`config.mk`:
```
export PLATFORM = sky130hd
export DESIGN_NAME = rfq_top
export DESIGN_NICKNAME = d
export VERILOG_FILES = /design/src/verilog/rfq_pkg.sv /design/src/verilog/rfq_top.sv /design/src/verilog/rfq_tick_div.sv
export VERILOG_INCLUDE_DIRS = /design/src /design/src/verilog
export SDC_FILE = /design/constraint.sdc
export NUM_CORES = 1
export LEC_CHECK = 0
export ABC_AREA = 0
export BUFFER_PORTS_ARGS = -buffer_cell sky130_fd_sc_hd__buf_2
export CAP_MARGIN = 20
export CORE_ASPECT_RATIO = 0.6
export CORE_UTILIZATION = 37
export CTS_CLUSTER_SIZE = 25
export DETAILED_ROUTE_END_ITERATION = 7
export GPL_TIMING_DRIVEN = 0
export PLACE_DENSITY_LB_ADDON = 0.25
export SYNTH_ARGS = -nofsm -noshare
export SYNTH_HDL_FRONTEND = slang
export SYNTH_SLANG_ARGS = --single-unit
export TNS_END_PERCENT = 1
```
`constraint.sdc`:
```
create_clock -name CLK_SYS_I -period 9 [get_ports CLK_SYS_I]
set_input_delay 0.45 -clock CLK_SYS_I [delete_from_list [all_inputs] [get_ports CLK_SYS_I]]
set_output_delay 0.45 -clock CLK_SYS_I [all_outputs]
set_load 0.01 [all_outputs]
```
`src/verilog/rfq_consts.svh`:
```
// Offsets, field positions, reset values and timing counts of the ring frequency qualifier.
// Assumes 32-bit APB data with one aligned word per register.
`ifndef RFQ_CONSTS_SVH
`define RFQ_CONSTS_SVH

`define RFQ_ADDR_W 8
`define RFQ_OFS_ASSERT_TIME 8'h00
`define RFQ_OFS_TMO_MAXCNT 8'h04
`define RFQ_OFS_VALID_CTRL 8'h08
`define RFQ_OFS_STATUS 8'h0c
`define RFQ_OFS_IRQ_STATUS 8'h10
`define RFQ_OFS_IRQ_CLEAR 8'h14
`define RFQ_OFS_IRQ_ENABLE 8'h18

`define RFQ_RST_ASSERT_TIME 8'h19
`define RFQ_RST_TMO_MAXCNT 8'h16
`define RFQ_RST_VALID_CTRL 8'h88
`define RFQ_RST_IRQ_ENABLE 4'h0

`define RFQ_ASSERT_LSB 0
`define RFQ_ASSERT_MSB 5
`define RFQ_MAXCNT_LSB 0
`define RFQ_MAXCNT_MSB 3
`define RFQ_TMO_LSB 4
`define RFQ_TMO_MSB 7
`define RFQ_ENABLE_BIT 7
`define RFQ_DELAY_LSB 4
`define RFQ_DELAY_MSB 6
`define RFQ_CONFIRM_LSB 1
`define RFQ_CONFIRM_MSB 3

`define RFQ_CLK_HZ 100000000
`define RFQ_TICK_US 2000
`define RFQ_TICK_CYCLES (`RFQ_TICK_US * (`RFQ_CLK_HZ / 1000000))
`define RFQ_TMO_BASE_TICKS 10'h028
`define RFQ_TMO_STEP_TICKS 10'h040
`define RFQ_DELAY_STEP_TICKS 10'h080
`define RFQ_CONFIRM_T0 10'h032
`define RFQ_CONFIRM_T1 10'h04b
`define RFQ_CONFIRM_T2 10'h064
`define RFQ_CONFIRM_T3 10'h080
`define RFQ_CONFIRM_T4 10'h0c0
`define RFQ_CONFIRM_T5 10'h100
`define RFQ_CONFIRM_T6 10'h140
`define RFQ_CONFIRM_T7 10'h200
`define RFQ_CNT_W 10

`endif

```
`src/verilog/rfq_pkg.sv`:
```
// Types shared by the ring frequency qualifier modules.
// Assumes rfq_consts.svh is included before this package.
`include "rfq_consts.svh"

package rfq_pkg;

  typedef enum logic [3:0] {
    RFQ_IDLE    = 4'b0001,
    RFQ_CONFIRM = 4'b0010,
    RFQ_DELAY   = 4'b0100,
    RFQ_VALID   = 4'b1000
  } rfq_state_t;

  // Event vector, same layout in irq status, clear and enable
  typedef struct packed {
    logic valid_ring;
    logic burst_end;
    logic too_high;
    logic too_low;
  } rfq_evt_t;

endpackage : rfq_pkg

```
`src/verilog/rfq_top.sv`:
```
// Ring frequency qualifier: APB register file, qualification timer, burst timeout,
// confirmation and indication delay, interrupt status.
// Assumes RING_EVT_I is a one-cycle pulse per line threshold crossing, synchronous to CLK_SYS_I.
//
// Overview of operation
// - Each threshold event reloads the countdown from assertion time; it then counts down per tick.
// - A later event after countdown expiry means frequency too low; ring invalidated.
// - A later event with remaining count above max count means too high; invalidated.
// - Countdown unit is 2 ms; assertion minus max count sets minimum event spacing.
// - No crossing for the coded timeout ends the burst: 80 ms, then 128 ms steps.
// - Qualification runs only while the enable bit is set; clearing it resets the qualifier and the tick.
// - Ring is valid only after staying in tolerance for the confirmation time.
// - After validation, wait the 256 ms step delay before indicating a valid ring.
`include "rfq_consts.svh"

module rfq_top #(
  parameter int unsigned TICK_CYCLES = `RFQ_TICK_CYCLES
) (
  input wire logic CLK_SYS_I,
  input wire logic RST_N_I,
  input wire logic PSEL_I,
  input wire logic PENABLE_I,
  input wire logic PWRITE_I,
  input wire logic [31:0] PADDR_I,
  input wire logic [31:0] PWDATA_I,
  output logic [31:0] PRDATA_O,
  output logic PREADY_O,
  output logic PSLVERR_O,
  input wire logic RING_EVT_I,
  output logic RING_VALID_O,
  output logic IRQ_O
);

  localparam int CW = `RFQ_CNT_W;

  function automatic logic [CW-1:0] tmo_ticks(input logic [3:0] code);
    tmo_ticks = (code == 4'h0) ? `RFQ_TMO_BASE_TICKS : CW'(`RFQ_TMO_STEP_TICKS * code);
  endfunction : tmo_ticks

  // Codes 010..100 fall between the listed points
  function automatic logic [CW-1:0] confirm_ticks(input logic [2:0] code);
    unique case (code)
      3'h0: confirm_ticks = `RFQ_CONFIRM_T0;
      3'h1: confirm_ticks = `RFQ_CONFIRM_T1;
      3'h2: confirm_ticks = `RFQ_CONFIRM_T2;
      3'h3: confirm_ticks = `RFQ_CONFIRM_T3;
      3'h4: confirm_ticks = `RFQ_CONFIRM_T4;
      3'h5: confirm_ticks = `RFQ_CONFIRM_T5;
      3'h6: confirm_ticks = `RFQ_CONFIRM_T6;
      3'h7: confirm_ticks = `RFQ_CONFIRM_T7;
    endcase
  endfunction : confirm_ticks

  function automatic logic [CW-1:0] delay_ticks(input logic [2:0] code);
    delay_ticks = CW'(`RFQ_DELAY_STEP_TICKS * code);
  endfunction : delay_ticks

  // Registers
  logic [7:0] assert_time_r, assert_time_nxt;
  logic [7:0] tmo_maxcnt_r, tmo_maxcnt_nxt;
  logic [7:0] valid_ctrl_r, valid_ctrl_nxt;
  rfq_pkg::rfq_evt_t irq_stat_r, irq_stat_nxt;
  rfq_pkg::rfq_evt_t irq_en_r, irq_en_nxt;
  logic [31:0] prdata_nxt;
  logic pready_nxt, pslverr_nxt, irq_nxt;

  // Qualifier state
  rfq_pkg::rfq_state_t state_r, state_nxt;
  logic [5:0] qual_r, qual_nxt;
  logic expired_r, expired_nxt;
  logic seen_r, seen_nxt;
  logic [CW-1:0] burst_r, burst_nxt;
  logic [CW-1:0] seq_r, seq_nxt;
  logic ring_valid_nxt;
  rfq_pkg::rfq_evt_t evt;

  logic tick;
  logic enable;
  logic setup, wr_acc;
  logic [7:0] addr;

  assign enable = valid_ctrl_r[`RFQ_ENABLE_BIT];
  assign setup = PSEL_I && !PENABLE_I;
  assign wr_acc = PSEL_I && PENABLE_I && PREADY_O && PWRITE_I;
  assign addr = PADDR_I[7:0];

  rfq_tick_div #(
    .CYCLES(TICK_CYCLES)
  ) u_tick (
    .clk_i(CLK_SYS_I),
    .rst_n_i(RST_N_I),
    .en_i(enable),
    .tick_o(tick)
  );

  // Qualification
  always_comb begin
    state_nxt = state_r;
    qual_nxt = qual_r;
    expired_nxt = expired_r;
    seen_nxt = seen_r;
    burst_nxt = burst_r;
    seq_nxt = seq_r;
    ring_valid_nxt = RING_VALID_O;
    evt = '0;
    if (!enable) begin
      state_nxt = rfq_pkg::RFQ_IDLE;
      qual_nxt = '0;
      expired_nxt = 1'b0;
      seen_nxt = 1'b0;
      burst_nxt = '0;
      seq_nxt = '0;
      ring_valid_nxt = 1'b0;
    end else if (RING_EVT_I) begin
      qual_nxt = assert_time_r[`RFQ_ASSERT_MSB:`RFQ_ASSERT_LSB];
      expired_nxt = 1'b0;
      seen_nxt = 1'b1;
      burst_nxt = '0;
      if (seen_r && expired_r) begin
        evt.too_low = 1'b1;
      end else if (seen_r && (qual_r > {2'b00, tmo_maxcnt_r[`RFQ_MAXCNT_MSB:`RFQ_MAXCNT_LSB]})) begin
        evt.too_high = 1'b1;
      end
      if (evt.too_low || evt.too_high) begin
        // Out of tolerance restarts confirmation
        state_nxt = rfq_pkg::RFQ_CONFIRM;
        seq_nxt = '0;
        ring_valid_nxt = 1'b0;
      end else if (state_r == rfq_pkg::RFQ_IDLE) begin
        state_nxt = rfq_pkg::RFQ_CONFIRM;
        seq_nxt = '0;
      end
    end else if (tick) begin
      if (qual_r > 6'h01) begin
        qual_nxt = qual_r - 6'h01;
      end else begin
        qual_nxt = '0;
        expired_nxt = seen_r;
      end
      burst_nxt = burst_r + CW'(1);
      if (seen_r && (burst_nxt >= tmo_ticks(tmo_maxcnt_r[`RFQ_TMO_MSB:`RFQ_TMO_LSB]))) begin
        evt.burst_end = 1'b1;
        state_nxt = rfq_pkg::RFQ_IDLE;
        seen_nxt = 1'b0;
        expired_nxt = 1'b0;
        qual_nxt = '0;
        burst_nxt = '0;
        seq_nxt = '0;
        ring_valid_nxt = 1'b0;
      end else begin
        unique case (state_r)
          rfq_pkg::RFQ_IDLE: begin
            seq_nxt = '0;
          end
          rfq_pkg::RFQ_CONFIRM: begin
            seq_nxt = seq_r + CW'(1);
            if (seq_nxt >= confirm_ticks(valid_ctrl_r[`RFQ_CONFIRM_MSB:`RFQ_CONFIRM_LSB])) begin
              seq_nxt = '0;
              state_nxt = rfq_pkg::RFQ_DELAY;
            end
          end
          rfq_pkg::RFQ_DELAY: begin
            if (seq_r >= delay_ticks(valid_ctrl_r[`RFQ_DELAY_MSB:`RFQ_DELAY_LSB])) begin
              state_nxt = rfq_pkg::RFQ_VALID;
              ring_valid_nxt = 1'b1;
              evt.valid_ring = 1'b1;
            end else begin
              seq_nxt = seq_r + CW'(1);
            end
          end
          rfq_pkg::RFQ_VALID: begin
            ring_valid_nxt = 1'b1;
          end
        endcase
      end
    end
  end

  always_ff @(posedge CLK_SYS_I or negedge RST_N_I) begin
    if (!RST_N_I) begin
      state_r <= rfq_pkg::RFQ_IDLE;
      qual_r <= '0;
      expired_r <= 1'b0;
      seen_r <= 1'b0;
      burst_r <= '0;
      seq_r <= '0;
      RING_VALID_O <= 1'b0;
    end else begin
      state_r <= state_nxt;
      qual_r <= qual_nxt;
      expired_r <= expired_nxt;
      seen_r <= seen_nxt;
      burst_r <= burst_nxt;
      seq_r <= seq_nxt;
      RING_VALID_O <= ring_valid_nxt;
    end
  end

  // APB slave: answers in the first access cycle
  always_comb begin
    assert_time_nxt = assert_time_r;
    tmo_maxcnt_nxt = tmo_maxcnt_r;
    valid_ctrl_nxt = valid_ctrl_r;
    irq_en_nxt = irq_en_r;
    irq_stat_nxt = irq_stat_r;
    prdata_nxt = PRDATA_O;
    pslverr_nxt = PSLVERR_O;
    pready_nxt = setup;
    if (wr_acc && !PSLVERR_O) begin
      unique case (addr)
        `RFQ_OFS_ASSERT_TIME: assert_time_nxt = {2'b00, PWDATA_I[5:0]};
        `RFQ_OFS_TMO_MAXCNT: tmo_maxcnt_nxt = PWDATA_I[7:0];
        // Bit 0 is reserved and kept at zero
        `RFQ_OFS_VALID_CTRL: valid_ctrl_nxt = {PWDATA_I[7:1], 1'b0};
        `RFQ_OFS_IRQ_ENABLE: irq_en_nxt = rfq_pkg::rfq_evt_t'(PWDATA_I[3:0]);
        `RFQ_OFS_IRQ_CLEAR: irq_stat_nxt = irq_stat_r & ~rfq_pkg::rfq_evt_t'(PWDATA_I[3:0]);
        default: irq_stat_nxt = irq_stat_r;
      endcase
    end
    // New events win over a clear in the same cycle
    irq_stat_nxt = irq_stat_nxt | evt;
    if (setup) begin
      pslverr_nxt = 1'b0;
      prdata_nxt = '0;
      unique case (addr)
        `RFQ_OFS_ASSERT_TIME: prdata_nxt = {24'h000000, assert_time_r};
        `RFQ_OFS_TMO_MAXCNT: prdata_nxt = {24'h000000, tmo_maxcnt_r};
        `RFQ_OFS_VALID_CTRL: prdata_nxt = {24'h000000, valid_ctrl_r};
        `RFQ_OFS_STATUS: prdata_nxt = {16'h0000, 2'b00, qual_r, state_r, expired_r, seen_r, RING_VALID_O, enable};
        `RFQ_OFS_IRQ_STATUS: prdata_nxt = {28'h0000000, irq_stat_r};
        `RFQ_OFS_IRQ_CLEAR: prdata_nxt = '0;
        `RFQ_OFS_IRQ_ENABLE: prdata_nxt = {28'h0000000, irq_en_r};
        default: pslverr_nxt = 1'b1;
      endcase
    end
    irq_nxt = |(irq_stat_nxt & irq_en_nxt);
  end

  always_ff @(posedge CLK_SYS_I or negedge RST_N_I) begin
    if (!RST_N_I) begin
      assert_time_r <= `RFQ_RST_ASSERT_TIME;
      tmo_maxcnt_r <= `RFQ_RST_TMO_MAXCNT;
      valid_ctrl_r <= `RFQ_RST_VALID_CTRL;
      irq_en_r <= `RFQ_RST_IRQ_ENABLE;
      irq_stat_r <= '0;
      PRDATA_O <= '0;
      PREADY_O <= 1'b0;
      PSLVERR_O <= 1'b0;
      IRQ_O <= 1'b0;
    end else begin
      assert_time_r <= assert_time_nxt;
      tmo_maxcnt_r <= tmo_maxcnt_nxt;
      valid_ctrl_r <= valid_ctrl_nxt;
      irq_en_r <= irq_en_nxt;
      irq_stat_r <= irq_stat_nxt;
      PRDATA_O <= prdata_nxt;
      PREADY_O <= pready_nxt;
      PSLVERR_O <= pslverr_nxt;
      IRQ_O <= irq_nxt;
    end
  end

endmodule : rfq_top

```
`src/verilog/rfq_tick_div.sv`:
```
// Divider making the one-cycle 2 ms timer tick of the ring qualifier.
// Assumes a single system clock; the tick restarts while disabled.
module rfq_tick_div #(
  parameter int unsigned CYCLES = 200000
) (
  input wire logic clk_i,
  input wire logic rst_n_i,
  input wire logic en_i,
  output logic tick_o
);

  localparam int unsigned W = $clog2(CYCLES);
  localparam logic [W-1:0] LAST = W'(CYCLES - 1);

  logic [W-1:0] cnt_r;
  logic [W-1:0] cnt_nxt;
  logic tick_nxt;

  always_comb begin
    cnt_nxt = cnt_r + W'(1);
    tick_nxt = 1'b0;
    if (!en_i) begin
      cnt_nxt = '0;
    end else if (cnt_r == LAST) begin
      cnt_nxt = '0;
      tick_nxt = 1'b1;
    end
  end

  always_ff @(posedge clk_i or negedge rst_n_i) begin
    if (!rst_n_i) begin
      cnt_r <= '0;
      tick_o <= 1'b0;
    end else begin
      cnt_r <= cnt_nxt;
      tick_o <= tick_nxt;
    end
  end

endmodule : rfq_tick_div

```
Word level (Yosys, flattened, before mapping). Memories as Yosys holds them, arrays and structs flattened. Index checks and enable logic that the tools add are counted.

Memories kept: 1. Word-level logic and storage cells: 157. Input port bits: 70. Register bits after elaboration: 116. Memory bits (read-only): 80.

Memories: (no name shown) (depth 8, width 10, rd ports 1, clocked after Yosys merged registers in 0, wr ports 0, line rfq_top.sv:42) `unique case (code)`.

Magnitude comparators: 5. Add/subtract/negate cells: 4. Mux-type cells: 74. Bitwise logic cells: 4. Eq/ne operators: 22. Reductions and logical operators: 23.

Operators by type and width (count): 10-bit two-way mux (18); 14-bit case mux with 6 select lines (1); 4-bit two-way mux (13); 18-bit two-way mux (2); 10-bit >= comparator (3); 6-bit two-way mux (5); 10-bit case mux with 3 select lines (1); 1-bit two-way mux (29); 8-bit by 5-bit equality test with 1-bit output (second input constant) (3); 10-bit by 1-bit adder with 10-bit output (second input constant) (2); 18-bit by 1-bit adder with 18-bit output (second input constant) (1); 18-bit equality test (second input constant) (1); 8-bit by 4-bit equality test with 1-bit output (second input constant) (2); 5-bit != test (second input constant) (3); 5-bit by 2-bit != test with 1-bit output (second input constant) (2); 2-bit AND reduction (5); 3-bit by 2-bit != test with 1-bit output (second input constant) (3); 4-bit AND (2); 8-bit by 3-bit equality test with 1-bit output (second input constant) (1); 1-bit logical AND (8); 8-bit zero test (1); 4-bit case mux with 2 select lines (1); 4-bit AND reduction (2); 7-bit OR reduction (1); 19 further kinds (22).

Logic depth before layout (Yosys ltp). Gate-level depths: netlist (run 1).

Depth in word-level cells: 15. Depth in mapped cells: 15.

By module. Synthesis (run 1) repeated with hierarchy kept, for this count alone.

Cells, all modules: 621. Area total of the unflattened synthesis: 6078.3 sq um.

Modules (own cells, without submodules): rfq_top (area an instance 5108.6 sq um, times used 1, cells an instance 526); rfq_tick_div (area an instance 969.7 sq um, times used 1, cells an instance 95).

Worst setup path before layout (run 1). No wires, ideal clock.

Kind: register -> register. Start point: register burst_r[2]. End point: register IRQ_O. Cell stages (with the launch flop): 15. Required time: 8.937 ns. Period minus slack after synthesis: 3.166 ns. Data arrival time: 3.103 ns. Path slack: 5.834 ns. Path through: dfrtp_1 > and3_1 > and3_1 > and3_1 > nand3_1 > xnor2_1 > ha_1 > nand4_1 > nor3_1 > a211o_1 > o31a_1 > buf_6 > or4b_4 > nor2b_2 > a211o_2.

Word-level cells in the longest chain between the ends: 10. Elaborated cells between the ends (all ways): 11. Classes of those cells: 1 x add/sub; 1 x order compare; 5 x mux; 2 x bitwise; 2 x reduce/logical.

RTL lines: start: declaration (line rfq_top.sv:72) `logic [CW-1:0] burst_r, burst_nxt;`; start signal: assignment (line rfq_top.sv:193) `burst_r <= burst_nxt;`; 10-bit by 1-bit adder with 10-bit output (*) (line rfq_top.sv:140) `burst_nxt = burst_r + CW'(1);`; 10-bit >= comparator (*) (line rfq_top.sv:141) `` if (seen_r && (burst_nxt >= tmo_ticks(tmo_maxcnt_r[`RFQ_TMO_MSB:`RFQ_TMO_LSB]))) begin ``; 1-bit logical AND (*) (line rfq_top.sv:141); 1-bit two-way mux (line rfq_top.sv:141); 2-bit two-way mux (*) (line rfq_top.sv:133) `end else if (tick) begin`; 2-bit two-way mux (*) (line rfq_top.sv:114) `end else if (RING_EVT_I) begin`; 4-bit two-way mux (*) (line rfq_top.sv:106) `if (!enable) begin`; 4-bit OR (*) (line rfq_top.sv:221) `irq_stat_nxt = irq_stat_nxt | evt;`; 4-bit AND (*) (line rfq_top.sv:236) `irq_nxt = |(irq_stat_nxt & irq_en_nxt);`; 4-bit OR reduction (*) (line rfq_top.sv:236); net irq_nxt (line rfq_top.sv:65) `logic pready_nxt, pslverr_nxt, irq_nxt;`; end signal: assignment (line rfq_top.sv:259) `IRQ_O <= irq_nxt;`; end: declaration (line rfq_top.sv:31) `output logic IRQ_O`.

Mark *: on every way through the listed nets, which the timed path passes. The rest lies on a longest branch. A chain may end at the register's enable or synchronous reset.

Worst setup path in the final report (run 1).
Start point: register burst_r[2]. End point: register seq_r[3].

Word-level cells in the longest chain between the ends: 7. Elaborated cells between the ends (all ways): 10. Classes of those cells: 1 x add/sub; 1 x order compare; 2 x eq/ne; 4 x mux; 2 x reduce/logical.

RTL lines: 10-bit by 1-bit adder with 10-bit output (*) (line rfq_top.sv:140); 10-bit >= comparator (*) (line rfq_top.sv:141); 1-bit logical AND (*) (line rfq_top.sv:141); 10-bit two-way mux (line rfq_top.sv:141); 10-bit two-way mux (line rfq_top.sv:133); 10-bit two-way mux (line rfq_top.sv:114); 10-bit two-way mux (line rfq_top.sv:106); end signal: assignment (line rfq_top.sv:194) `seq_r <= seq_nxt;`; end: declaration (line rfq_top.sv:73) `logic [CW-1:0] seq_r, seq_nxt;`.

Every way passes the cells marked *; elsewhere a longest branch is shown, timed or not. The select of a mux whose other input is x is not followed.

==> flow_metrics.env, run 1 <==
export IMPL_worstSetupEndpointType="register"
export IMPL_tns_ns=0
export IMPL_drcViolationCount=0
export IMPL_die_h_um=99.4
export IMPL_cts_resized=0
export IMPL_p_clk_frac=0.456
export IMPL_first_iter_violations=368
export IMPL_synth_cell_type_count=65
export IMPL_internal_power_mw=0.691
export IMPL_synth_cell_area_mm2=0.00585
export IMPL_wirelength_um=15100
export IMPL_start_util=0.380
export IMPL_hold_ws_ns=0.112
export IMPL_path_common_cell="and3_1"
export IMPL_clock_path_buffers=2
export IMPL_die_area_mm2=0.0163
export IMPL_async_reset_ff_frac=1.00
export IMPL_critPathMaxStageDelay_ns=0.44
export IMPL_utilization=0.435
export IMPL_wl_per_cell_um=16.6
export IMPL_grt_pass1_wl_um=24900
export IMPL_crit_type="register to register"
export IMPL_status="complete, no violations"
export IMPL_fin_crit_sh=0.411
export IMPL_required_ns=9.23
export IMPL_worstPathMaxFanout=10
export IMPL_grt_max_degree=56
export IMPL_ctsHoldBuffers=0
export IMPL_die_x_um=164
export IMPL_period_minus_slack_ns=3.70
export IMPL_placed_cells=892
export IMPL_clkTransAtPathRegs_ns=0.07
export IMPL_yosysWarnings=0
export IMPL_max_freq_ghz=0.270
export IMPL_combinationalPowerShare=0.048
export IMPL_cp_data_arrival_time_ns=3.93
export IMPL_fin_cells=908
export IMPL_grt_pass1_vias=4553
export IMPL_switchingPower_mw=0.206
export IMPL_ys_ff_latch=98
export IMPL_synthSimpleGateAreaFrac=0.205
export IMPL_yosys_area_share_adder=0.0727
export IMPL_rsz0062_at_grt="false"
export IMPL_dp_hpwl_um=11500
export IMPL_core_area_mm2=0.0154
export IMPL_first_pass_iters=5
export IMPL_cap_violations=0
export IMPL_synth_compound_area_share=0.142
export IMPL_synth_mux_area_frac=0.0584
export IMPL_drive_gt1_frac=0.174
export IMPL_synth_top_family_by_area="simple AND/OR/NAND/NOR gates"
export IMPL_netSwitchingFraction=0.230
export IMPL_post_cts_setup_buffers=0
export IMPL_p_seq_frac=0.496
export IMPL_nFillCells=1503
export IMPL_row_count=35
export IMPL_cpMaxStageDelayCell="dfrtp_1"
export IMPL_start_kind="register"
export IMPL_setup_viol_count_final=0
export IMPL_clk_latency_ns=0.35
export IMPL_port_buffers=37
export IMPL_root_buffer="clkbuf_16"
export IMPL_vias_per_cell=5.37
export IMPL_antenna_found_initial=0
export IMPL_htree_levels=3
export IMPL_syn_area_per_cell_um2=9.24
export IMPL_hold_viol_final=0
export IMPL_leakage_nw=3.06
export IMPL_finalPower_mw=0.897
export IMPL_track_usage=0.198
export IMPL_slew_violations=0
export IMPL_syn_to_final_growth_pct=14.6
export IMPL_worstMarginPinSlew_ns=0.890
export IMPL_synth_xor_area_frac=0.0434
export IMPL_peakVddDrop_mv=0.0746
export IMPL_cts_sinks=98
export IMPL_max_slew_margin=0.402
export IMPL_holdCritPathClass="input port to asynchronous set/reset pin"
export IMPL_fin_nets=804
export IMPL_synth_seq_area_share=0.421
export IMPL_grt_overflow=0
export IMPL_cellPowerDensity_mw_per_mm2=134
export IMPL_vias=4872
export IMPL_synthCells=633
export IMPL_synth_edf_count=0
export IMPL_worstPathCellList="and3_1 > and3_1 > and3_1 > nand3_1 > xnor2_1 > ha_1 > nand4_1 > nor3_1 > a211o_1 > o31a_1 > buf_6 > o21ai_1 > buf_2 > o21ai_0"
export IMPL_numCtsBuffers=9
export IMPL_antennaDiodeCount=0
export IMPL_postRouteAntennaNets=0
export IMPL_ys_flop_type="dfrtp_1"
export IMPL_cts_tree="yes"
export IMPL_io_pins=106
export IMPL_clock_skew_ns=0.00761
export IMPL_place_congestion=0.864
state kept, by name, summed over array words and instances (netlist names), 4 cells and up:
name / cells
valid_ctrl_r: 7
assert_time_r: 6
irq_stat_r: 4
u_tick.cnt_r: 18
irq_en_r: 4
state_r: 4
seq_r: 10
tmo_maxcnt_r: 8
burst_r: 10
qual_r: 6
PRDATA_O: 14
kinds of logic after synthesis:
group	Yosys count
other	1
DFF	98
buffers and inverters	68
and+or+nand+nor	244
muxes	31
xor gates and xnor gates	29
adders and majority gates	34
AOI/OAI and AO/OA	128
cells in the final DEF (no fill, tap or decap), drive strengths merged, types with 4 or more instances in the layout:
cell type	n
conb	18
or2	4
a222oi	4
dfrtp	89
a22o	6
nand4	7
xnor2	12
a21oi	15
nor3	11
a21boi	5
nand2	84
mux2	25
nor4b	6
o31ai	4
nand2b	12
ha	34
o21ai	57
buf	61
nor2	47
inv	29
clkbuf	29
nor2b	6
xor2	17
a31oi	7
mux2i	6
and3	9
dfstp	9
nand3	39
power by group through the flow:
stage	Combinational [mW]	Clock [mW]	Sequential [mW]
after global placement	0.0411	0	0.453
after floorplan	0.0188	0	0.454
after global routing	0.0494	0.440	0.445
after detailed placement	0.0438	0	0.453
after CTS	0.0440	0.418	0.445
final	0.0435	0.409	0.445
worst max-delay path: cells and delay by family, from the launching register on:
kind / cells / cell delay (ns)
compound gates: 4 / 1.14
xor+xnor: 1 / 0.24
fa+ha+maj: 1 / 0.28
buf+inv: 2 / 0.45
flops: 1 / 0.44
simple gates: 6 / 1.00
per-layer routing:
layer  vias up  track usage  share of wire
li1       2348            -              -
met1      2365        0.316           0.54
met2       148        0.264           0.40
met3        11       0.0413          0.056
met4         0       0.0470         0.0067
met5         -            0              0
final cells by class:
| type | instances | area [um2] | share of cell area |
|---|---|---|---|
| inverter | 27 | 101 | 0.0151 |
| sequential | 98 | 2460 | 0.367 |
| buffer | 41 | 233 | 0.0347 |
| timing repair buffer | 39 | 225 | 0.0336 |
| multi-input combinational | 484 | 3120 | 0.465 |
| clock buffer | 11 | 253 | 0.0377 |
| tap | 203 | 254 | 0.0379 |
| clock inverter | 5 | 60.1 | 0.00896 |
worst paths after layout:
check,to,slack [ns],cells after the start,from
min in group CLK_SYS_I,valid_ctrl_r[6]$_DFFE_PN0P_,0.37,3,PWDATA_I[6]
min,u_tick.cnt_r[12]$_DFF_PN0_,0.11,1,RST_N_I
max in group asynchronous,tmo_maxcnt_r[2]$_DFFE_PN1P_,8.15,2,RST_N_I
max reg2reg,seq_r[3]$_DFFE_PN0P_,5.30,14,burst_r[2]$_DFFE_PN0P_
max,seq_r[3]$_DFFE_PN0P_,5.30,14,burst_r[2]$_DFFE_PN0P_
min reg2reg,PRDATA_O[10]$_DFFE_PN0P_,0.47,2,PRDATA_O[10]$_DFFE_PN0P_
Yosys cell counts (15+ instances only):
master	n	share of area
dfrtp_1	89	0.38
nand2_1	84	0.054
o21ai_0	55	0.047
nor2_1	46	0.030
nand3_1	38	0.033
ha_1	34	0.073
inv_1	27	0.017
mux2_2	25	0.048
buf_4	18	0.023
clkbuf_1	18	0.012
xor2_1	17	0.025
a21oi_1	15	0.013
stage by stage:
| stage | area, um2 | setup WS, ns |
|---|---|---|
| after floorplan | 5910 | 5.83 |
| after global placement | 6350 | 5.40 |
| after detailed placement | 6390 | 5.34 |
| after CTS | 6710 | 5.32 |
| after global routing | 6710 | 4.97 |
| final | 6710 | 5.30 |
No activity file was read; power rests on OpenSTA's default activity.
==> run 2: changes to the inputs <==
==> constraint.sdc (replaced) <==
create_clock -name CLK_SYS_I -period 3.7 [get_ports CLK_SYS_I]
set_input_delay 0.185 -clock CLK_SYS_I [delete_from_list [all_inputs] [get_ports CLK_SYS_I]]
set_output_delay 0.185 -clock CLK_SYS_I [all_outputs]
set_load 0.01 [all_outputs]
==> flow_metrics.env, run 2 (synthesis gave the netlist of run 1 again) <==
export IMPL_first_iter_violations=398
export IMPL_clock_skew_ns=0.00820
export IMPL_cellPowerDensity_mw_per_mm2=323
export IMPL_syn_to_final_growth_pct=15.5
export IMPL_final_common_cell="dfrtp_1"
export IMPL_wl_per_cell_um=16.6
export IMPL_start_util=0.380
export IMPL_cts_sinks=98
export IMPL_cap_violations=0
export IMPL_hold_ws_ns=0.0999
export IMPL_combinationalPowerShare=0.049
export IMPL_die_area_mm2=0.0163
export IMPL_final_cell_mix="dfrtp_1 (88), nand2_1 (84), o21ai_0 (55)"
export IMPL_clk_latency_ns=0.35
export IMPL_critPathMaxStageDelay_ns=0.58
export IMPL_leakage_nw=3.08
export IMPL_start_kind="register"
export IMPL_row_count=35
export IMPL_internal_power_mw=1.68
export IMPL_hold_viol_final=0
export IMPL_die_h_um=99.4
export IMPL_cp_data_arrival_time_ns=3.83
export IMPL_reg_largest_list="u_tick.cnt_r x18, PRDATA_O x14"
export IMPL_grt_max_degree=56
export IMPL_setup_viol_count_final=0
export IMPL_worstPathMaxFanout=9
export IMPL_port_buffers=37
export IMPL_largest_register_ffs=18
export IMPL_core_area_mm2=0.0154
export IMPL_cts_tree="yes"
export IMPL_max_freq_ghz=0.283
export IMPL_track_usage=0.198
export IMPL_worstMarginPinSlew_ns=0.857
export IMPL_p_clk_frac=0.456
export IMPL_switchingPower_mw=0.502
export IMPL_io_pins=106
export IMPL_fin_cells=910
export IMPL_slew_violations=0
export IMPL_max_slew_margin=0.424
export IMPL_vias_per_cell=5.38
export IMPL_period_minus_slack_ns=3.53
export IMPL_clock_path_buffers=2
export IMPL_htree_levels=3
export IMPL_grt_pass1_wl_um=24900
export IMPL_root_buffer="clkbuf_16"
export IMPL_placed_cells=892
export IMPL_utilization=0.438
export IMPL_required_ns=3.99
export IMPL_grt_overflow=0
export IMPL_peakVddDrop_mv=0.181
export IMPL_worstPathCellList="and3_1 > and3_1 > and3_1 > nand3_1 > xnor2_2 > ha_1 > nand4_1 > nor3_1 > a211o_1 > o31a_1 > buf_6 > or4b_4 > nor2b_2 > a211o_2"
export IMPL_r2r_cells=14
export IMPL_fin_crit_sh=0.955
export IMPL_fin_nets=806
export IMPL_worstSetupEndpointType="register"
export IMPL_place_congestion=0.864
export IMPL_cpMaxStageDelayCell="or4b_4"
export IMPL_antenna_found_initial=0
export IMPL_path_common_cell="and3_1"
export IMPL_wirelength_um=15100
export IMPL_drcViolationCount=0
export IMPL_crit_type="register to register"
export IMPL_antennaDiodeCount=0
export IMPL_holdCritPathClass="input port to register"
export IMPL_die_x_um=164
export IMPL_grt_pass1_vias=4558
export IMPL_whs_path_depth=3
export IMPL_r2r_setup_slack_ns=0.17
export IMPL_status="complete, no violations"
export IMPL_drive_gt1_frac=0.185
export IMPL_clkTransAtPathRegs_ns=0.07
export IMPL_postRouteAntennaNets=0
export IMPL_netSwitchingFraction=0.230
export IMPL_dp_hpwl_um=11500
export IMPL_first_pass_iters=5
export IMPL_p_seq_frac=0.496
export IMPL_regMostFlops="u_tick.cnt_r"
export IMPL_vias=4894
export IMPL_numCtsBuffers=9
## run 2: changes by cell type in the layout (fill, tap and decap cells not counted), sizes merged
cell / before / now
buf: 61 / 62
dlygate4sd3: 0 / 1
## run 2: path summary, 6_finish.rpt
kind / from / end
min in group asynchronous: RST_N_I / u_tick.cnt_r[12]$_DFF_PN0_
max: burst_r[3]$_DFFE_PN0P_ / IRQ_O$_DFF_PN0_
max in group asynchronous: RST_N_I / tmo_maxcnt_r[2]$_DFFE_PN1P_
min: PWDATA_I[6] / valid_ctrl_r[6]$_DFFE_PN0P_
min reg2reg: PRDATA_O[10]$_DFFE_PN0P_ / PRDATA_O[10]$_DFFE_PN0P_
max reg2reg: burst_r[3]$_DFFE_PN0P_ / IRQ_O$_DFF_PN0_
## run 2: repair_timing
| action | in CTS | in global routing |
|---|---|---|
| setup endpoints to repair | 0 | 25 |
| resized for setup | 0 | 10 |
| hold buffers | 1 | 0 |
| setup buffers | 0 | 1 |
| hold endpoints to repair | 41 | 0 |
## run 2: final cells by class
cell class              instances  area, um2
fillers                      1501       8660
multi-input cells             484       3150
flip-flops and latches         98       2460
well taps                     203        254
clock buffers                  11        253
repair buffers                 41        243
plain buffers                  41        234
inverters                      27        101
clock inverters                 5       60.1
## run 2: metal layers
layer  wire length, um  part of all wire  GRT usage  vias up
met5                 0                 0          0        -
met4               130            0.0086     0.0470        0
met3               981             0.065     0.0413       11
met2              6040              0.40      0.264      168
met1              7970              0.53      0.316     2368
li1                  -                 -          -     2347
## run 2: power by group through the flow
stage	combinational, mW	sequential (mW)	clock, mW
global route	0.121	1.08	1.07
floorplan	0.0458	1.10	0
CTS	0.108	1.08	1.02
global placement	0.100	1.10	0
finish	0.107	1.08	0.994
detailed placement	0.107	1.10	0
## run 2: metrics by stage
stage	cell area (um2)	total power, mW	TNS, ns	worst slack [ns]
after floorplan	5910	1.15	0	0.534
after global placement	6350	1.20	0	0.0999
after detailed placement	6390	1.21	0	0.0430
after CTS	6720	2.21	0	0.0222
after global routing	6760	2.27	-0.00384	-0.00384
final	6760	2.18	0	0.168
## run 2: worst max-delay path, delay by kind of cell, from the launching register on
kind / cells / cell delay, ns
and+or+nand+nor: 8 / 1.73
xor gates and xnor gates: 1 / 0.17
AOI/OAI and AO/OA: 3 / 0.69
DFF: 1 / 0.41
adders and majority gates: 1 / 0.31
buffers and inverters: 1 / 0.15
==> run 3: changes to the inputs <==
--- a/config.mk
+++ b/config.mk
@@ -7,10 +7,11 @@
 export NUM_CORES = 1
 export LEC_CHECK = 0
 export ABC_AREA = 0
-export BUFFER_PORTS_ARGS = -buffer_cell sky130_fd_sc_hd__buf_2
+export BUFFER_PORTS_ARGS = -buffer_cell sky130_fd_sc_hd__buf_4
 export CAP_MARGIN = 20
 export CORE_ASPECT_RATIO = 0.6
 export CORE_UTILIZATION = 37
+export CTS_BUF_LIST = sky130_fd_sc_hd__clkbuf_8 sky130_fd_sc_hd__clkbuf_16
 export CTS_CLUSTER_SIZE = 25
 export DETAILED_ROUTE_END_ITERATION = 7
 export GPL_TIMING_DRIVEN = 0
==> flow_metrics.env, run 3 (synthesis gave the netlist of run 1 again) <==
export IMPL_worst_path_buf_inv=1
export IMPL_port_buffers=37
export IMPL_track_usage=0.198
export IMPL_hold_viol_final=0
export IMPL_drive_gt1_frac=0.187
export IMPL_worstSetupEndpointType="register"
export IMPL_row_count=35
export IMPL_path_common_cell="and3_1"
export IMPL_leakage_nw=3.11
export IMPL_clkTransAtPathRegs_ns=0.07
export IMPL_core_area_mm2=0.0154
export IMPL_area_sequential_mm2=0.00246
export IMPL_first_pass_iters=7
export IMPL_fin_nets=806
export IMPL_period_minus_slack_ns=3.51
export IMPL_internal_power_mw=1.76
export IMPL_final_cell_mix="dfrtp_1 (88), nand2_1 (84), buf_4 (56)"
export IMPL_cts_tree="yes"
export IMPL_antennaDiodeCount=0
export IMPL_max_slew_margin=0.426
export IMPL_io_pins=106
export IMPL_fin_crit_sh=0.948
export IMPL_netSwitchingFraction=0.221
export IMPL_wl_per_cell_um=16.6
export IMPL_die_h_um=99.4
export IMPL_first_iter_violations=436
export IMPL_cap_violations=0
export IMPL_start_kind="register"
export IMPL_antenna_found_initial=0
export IMPL_finalPower_mw=2.25
export IMPL_vias_per_cell=5.36
export IMPL_dp_hpwl_um=11600
export IMPL_grt_pass1_wl_um=25000
export IMPL_grt_overflow=0
export IMPL_final_common_cell="dfrtp_1"
export IMPL_drcViolationCount=0
export IMPL_max_freq_ghz=0.285
export IMPL_place_congestion=0.875
export IMPL_postRouteAntennaNets=0
export IMPL_hold_ws_ns=0.0779
export IMPL_root_buffer="clkbuf_16"
export IMPL_p_clk_frac=0.469
export IMPL_vias=4877
export IMPL_numCtsBuffers=9
export IMPL_holdCritPathClass="input port to register"
export IMPL_grt_max_degree=56
export IMPL_regMostFlops="u_tick.cnt_r"
export IMPL_cts_sinks=98
export IMPL_required_ns=3.99
export IMPL_pre_cts_ws_ns=0.0618
export IMPL_crit_type="register to register"
export IMPL_crit_cells=14
export IMPL_clock_skew_ns=0.0115
export IMPL_status="complete, no violations"
export IMPL_multi_input_area_mm2=0.00314
export IMPL_reg_largest_list="u_tick.cnt_r x18, PRDATA_O x14"
export IMPL_clock_path_buffers=2
export IMPL_switchingPower_mw=0.497
export IMPL_crit_family="simple AND/OR/NAND/NOR gates"
export IMPL_place_area_mm2=0.00648
export IMPL_wirelength_um=15100
export IMPL_r2r_cells=14
export IMPL_grt_pass1_vias=4603
export IMPL_die_x_um=164
export IMPL_critPathMaxStageDelay_ns=0.57
export IMPL_start_util=0.380
export IMPL_largest_register_ffs=18
export IMPL_cp_data_arrival_time_ns=3.80
export IMPL_fin_area_mm2=0.00687
export IMPL_p_seq_frac=0.480
export IMPL_die_area_mm2=0.0163
export IMPL_tns_ns=0
export IMPL_nFillCells=1509
export IMPL_slew_violations=0
export IMPL_combinationalPowerShare=0.051
export IMPL_peakVddDrop_mv=0.195
export IMPL_cpMaxStageDelayCell="or4b_4"
export IMPL_worstPathCellList="and3_1 > and3_1 > and3_4 > nand3_1 > xnor2_2 > ha_1 > nand4_1 > nor3_1 > a211o_1 > o31a_1 > buf_6 > or4b_4 > nor2b_2 > a211o_2"
export IMPL_htree_levels=3
export IMPL_syn_to_final_growth_pct=17.4
export IMPL_worstPathMaxFanout=9
export IMPL_whs_path_depth=3
export IMPL_cellPowerDensity_mw_per_mm2=328
export IMPL_setup_viol_count_final=0
export IMPL_worstMarginPinSlew_ns=0.855
export IMPL_clk_latency_ns=0.35
export IMPL_setup_slack_ns=0.191
==> run 3: metal layers <==
| layer | share of wire | up-vias | GRT usage |
|---|---|---|---|
| met2 | 0.41 | 159 | 0.276 |
| met3 | 0.056 | 20 | 0.0413 |
| met4 | 0.010 | 0 | 0.0385 |
| li1 | - | 2351 | - |
| met5 | 0 | - | 0 |
| met1 | 0.53 | 2347 | 0.311 |
==> run 3: worst paths after layout <==
path	start	end	slack, ns
worst max-delay path	burst_r[4]$_DFFE_PN0P_	IRQ_O$_DFF_PN0_	0.19
worst max register to register	burst_r[4]$_DFFE_PN0P_	IRQ_O$_DFF_PN0_	0.19
max in group asynchronous	RST_N_I	tmo_maxcnt_r[2]$_DFFE_PN1P_	2.57
min in group asynchronous	RST_N_I	u_tick.cnt_r[9]$_DFF_PN0_	0.39
worst min register to register	PRDATA_O[11]$_DFFE_PN0P_	PRDATA_O[11]$_DFFE_PN0P_	0.48
worst min-delay path	PWDATA_I[6]	valid_ctrl_r[6]$_DFFE_PN0P_	0.08
==> run 3: cell type report <==
class | count | share of cell area
buffer | 41 | 0.0341
clock buffer | 11 | 0.0368
clock inverter | 5 | 0.0120
inverter | 27 | 0.0148
multi-input combinational | 484 | 0.458
sequential | 98 | 0.359
tap | 203 | 0.0370
timing repair buffer | 41 | 0.0485
==> run 3: power by group through the flow <==
stage          clock network (mW)  registers, mW  logic [mW]
6_report                     1.06           1.08       0.115
3_5_place_dp                    0           1.10       0.115
4_1_cts                      1.08           1.08       0.116
2_1_floorplan                   0           1.10      0.0458
3_3_place_gp                    0           1.10       0.109
5_1_grt                      1.12           1.08       0.129
==> run 3: what timing repair did <==
action,in CTS,in global routing
setup endpoints to repair,0,24
gates resized for setup,0,10
setup buffers,0,1
endpoints found under the hold margin,41,0
hold buffers,1,0
==> run 3: through the flow <==
| stage | util | std cells |
|---|---|---|
| floorplan | - | 650 |
| global placement | 0.418 | 890 |
| global route | 0.445 | 910 |
| finish | 0.445 | 910 |
| detailed placement | 0.421 | 892 |
| CTS | 0.443 | 909 |
==> run 3: worst reg2reg max path, cell delays in order (launching register included) <==
cell and delay (ns):
dfrtp_1 0.42, and3_1 0.19, and3_1 0.24, and3_4 0.23, nand3_1 0.13, xnor2_2 0.18
ha_1 0.31, nand4_1 0.13, nor3_1 0.08, a211o_1 0.34, o31a_1 0.27, buf_6 0.15
or4b_4 0.57, nor2b_2 0.12, a211o_2 0.10
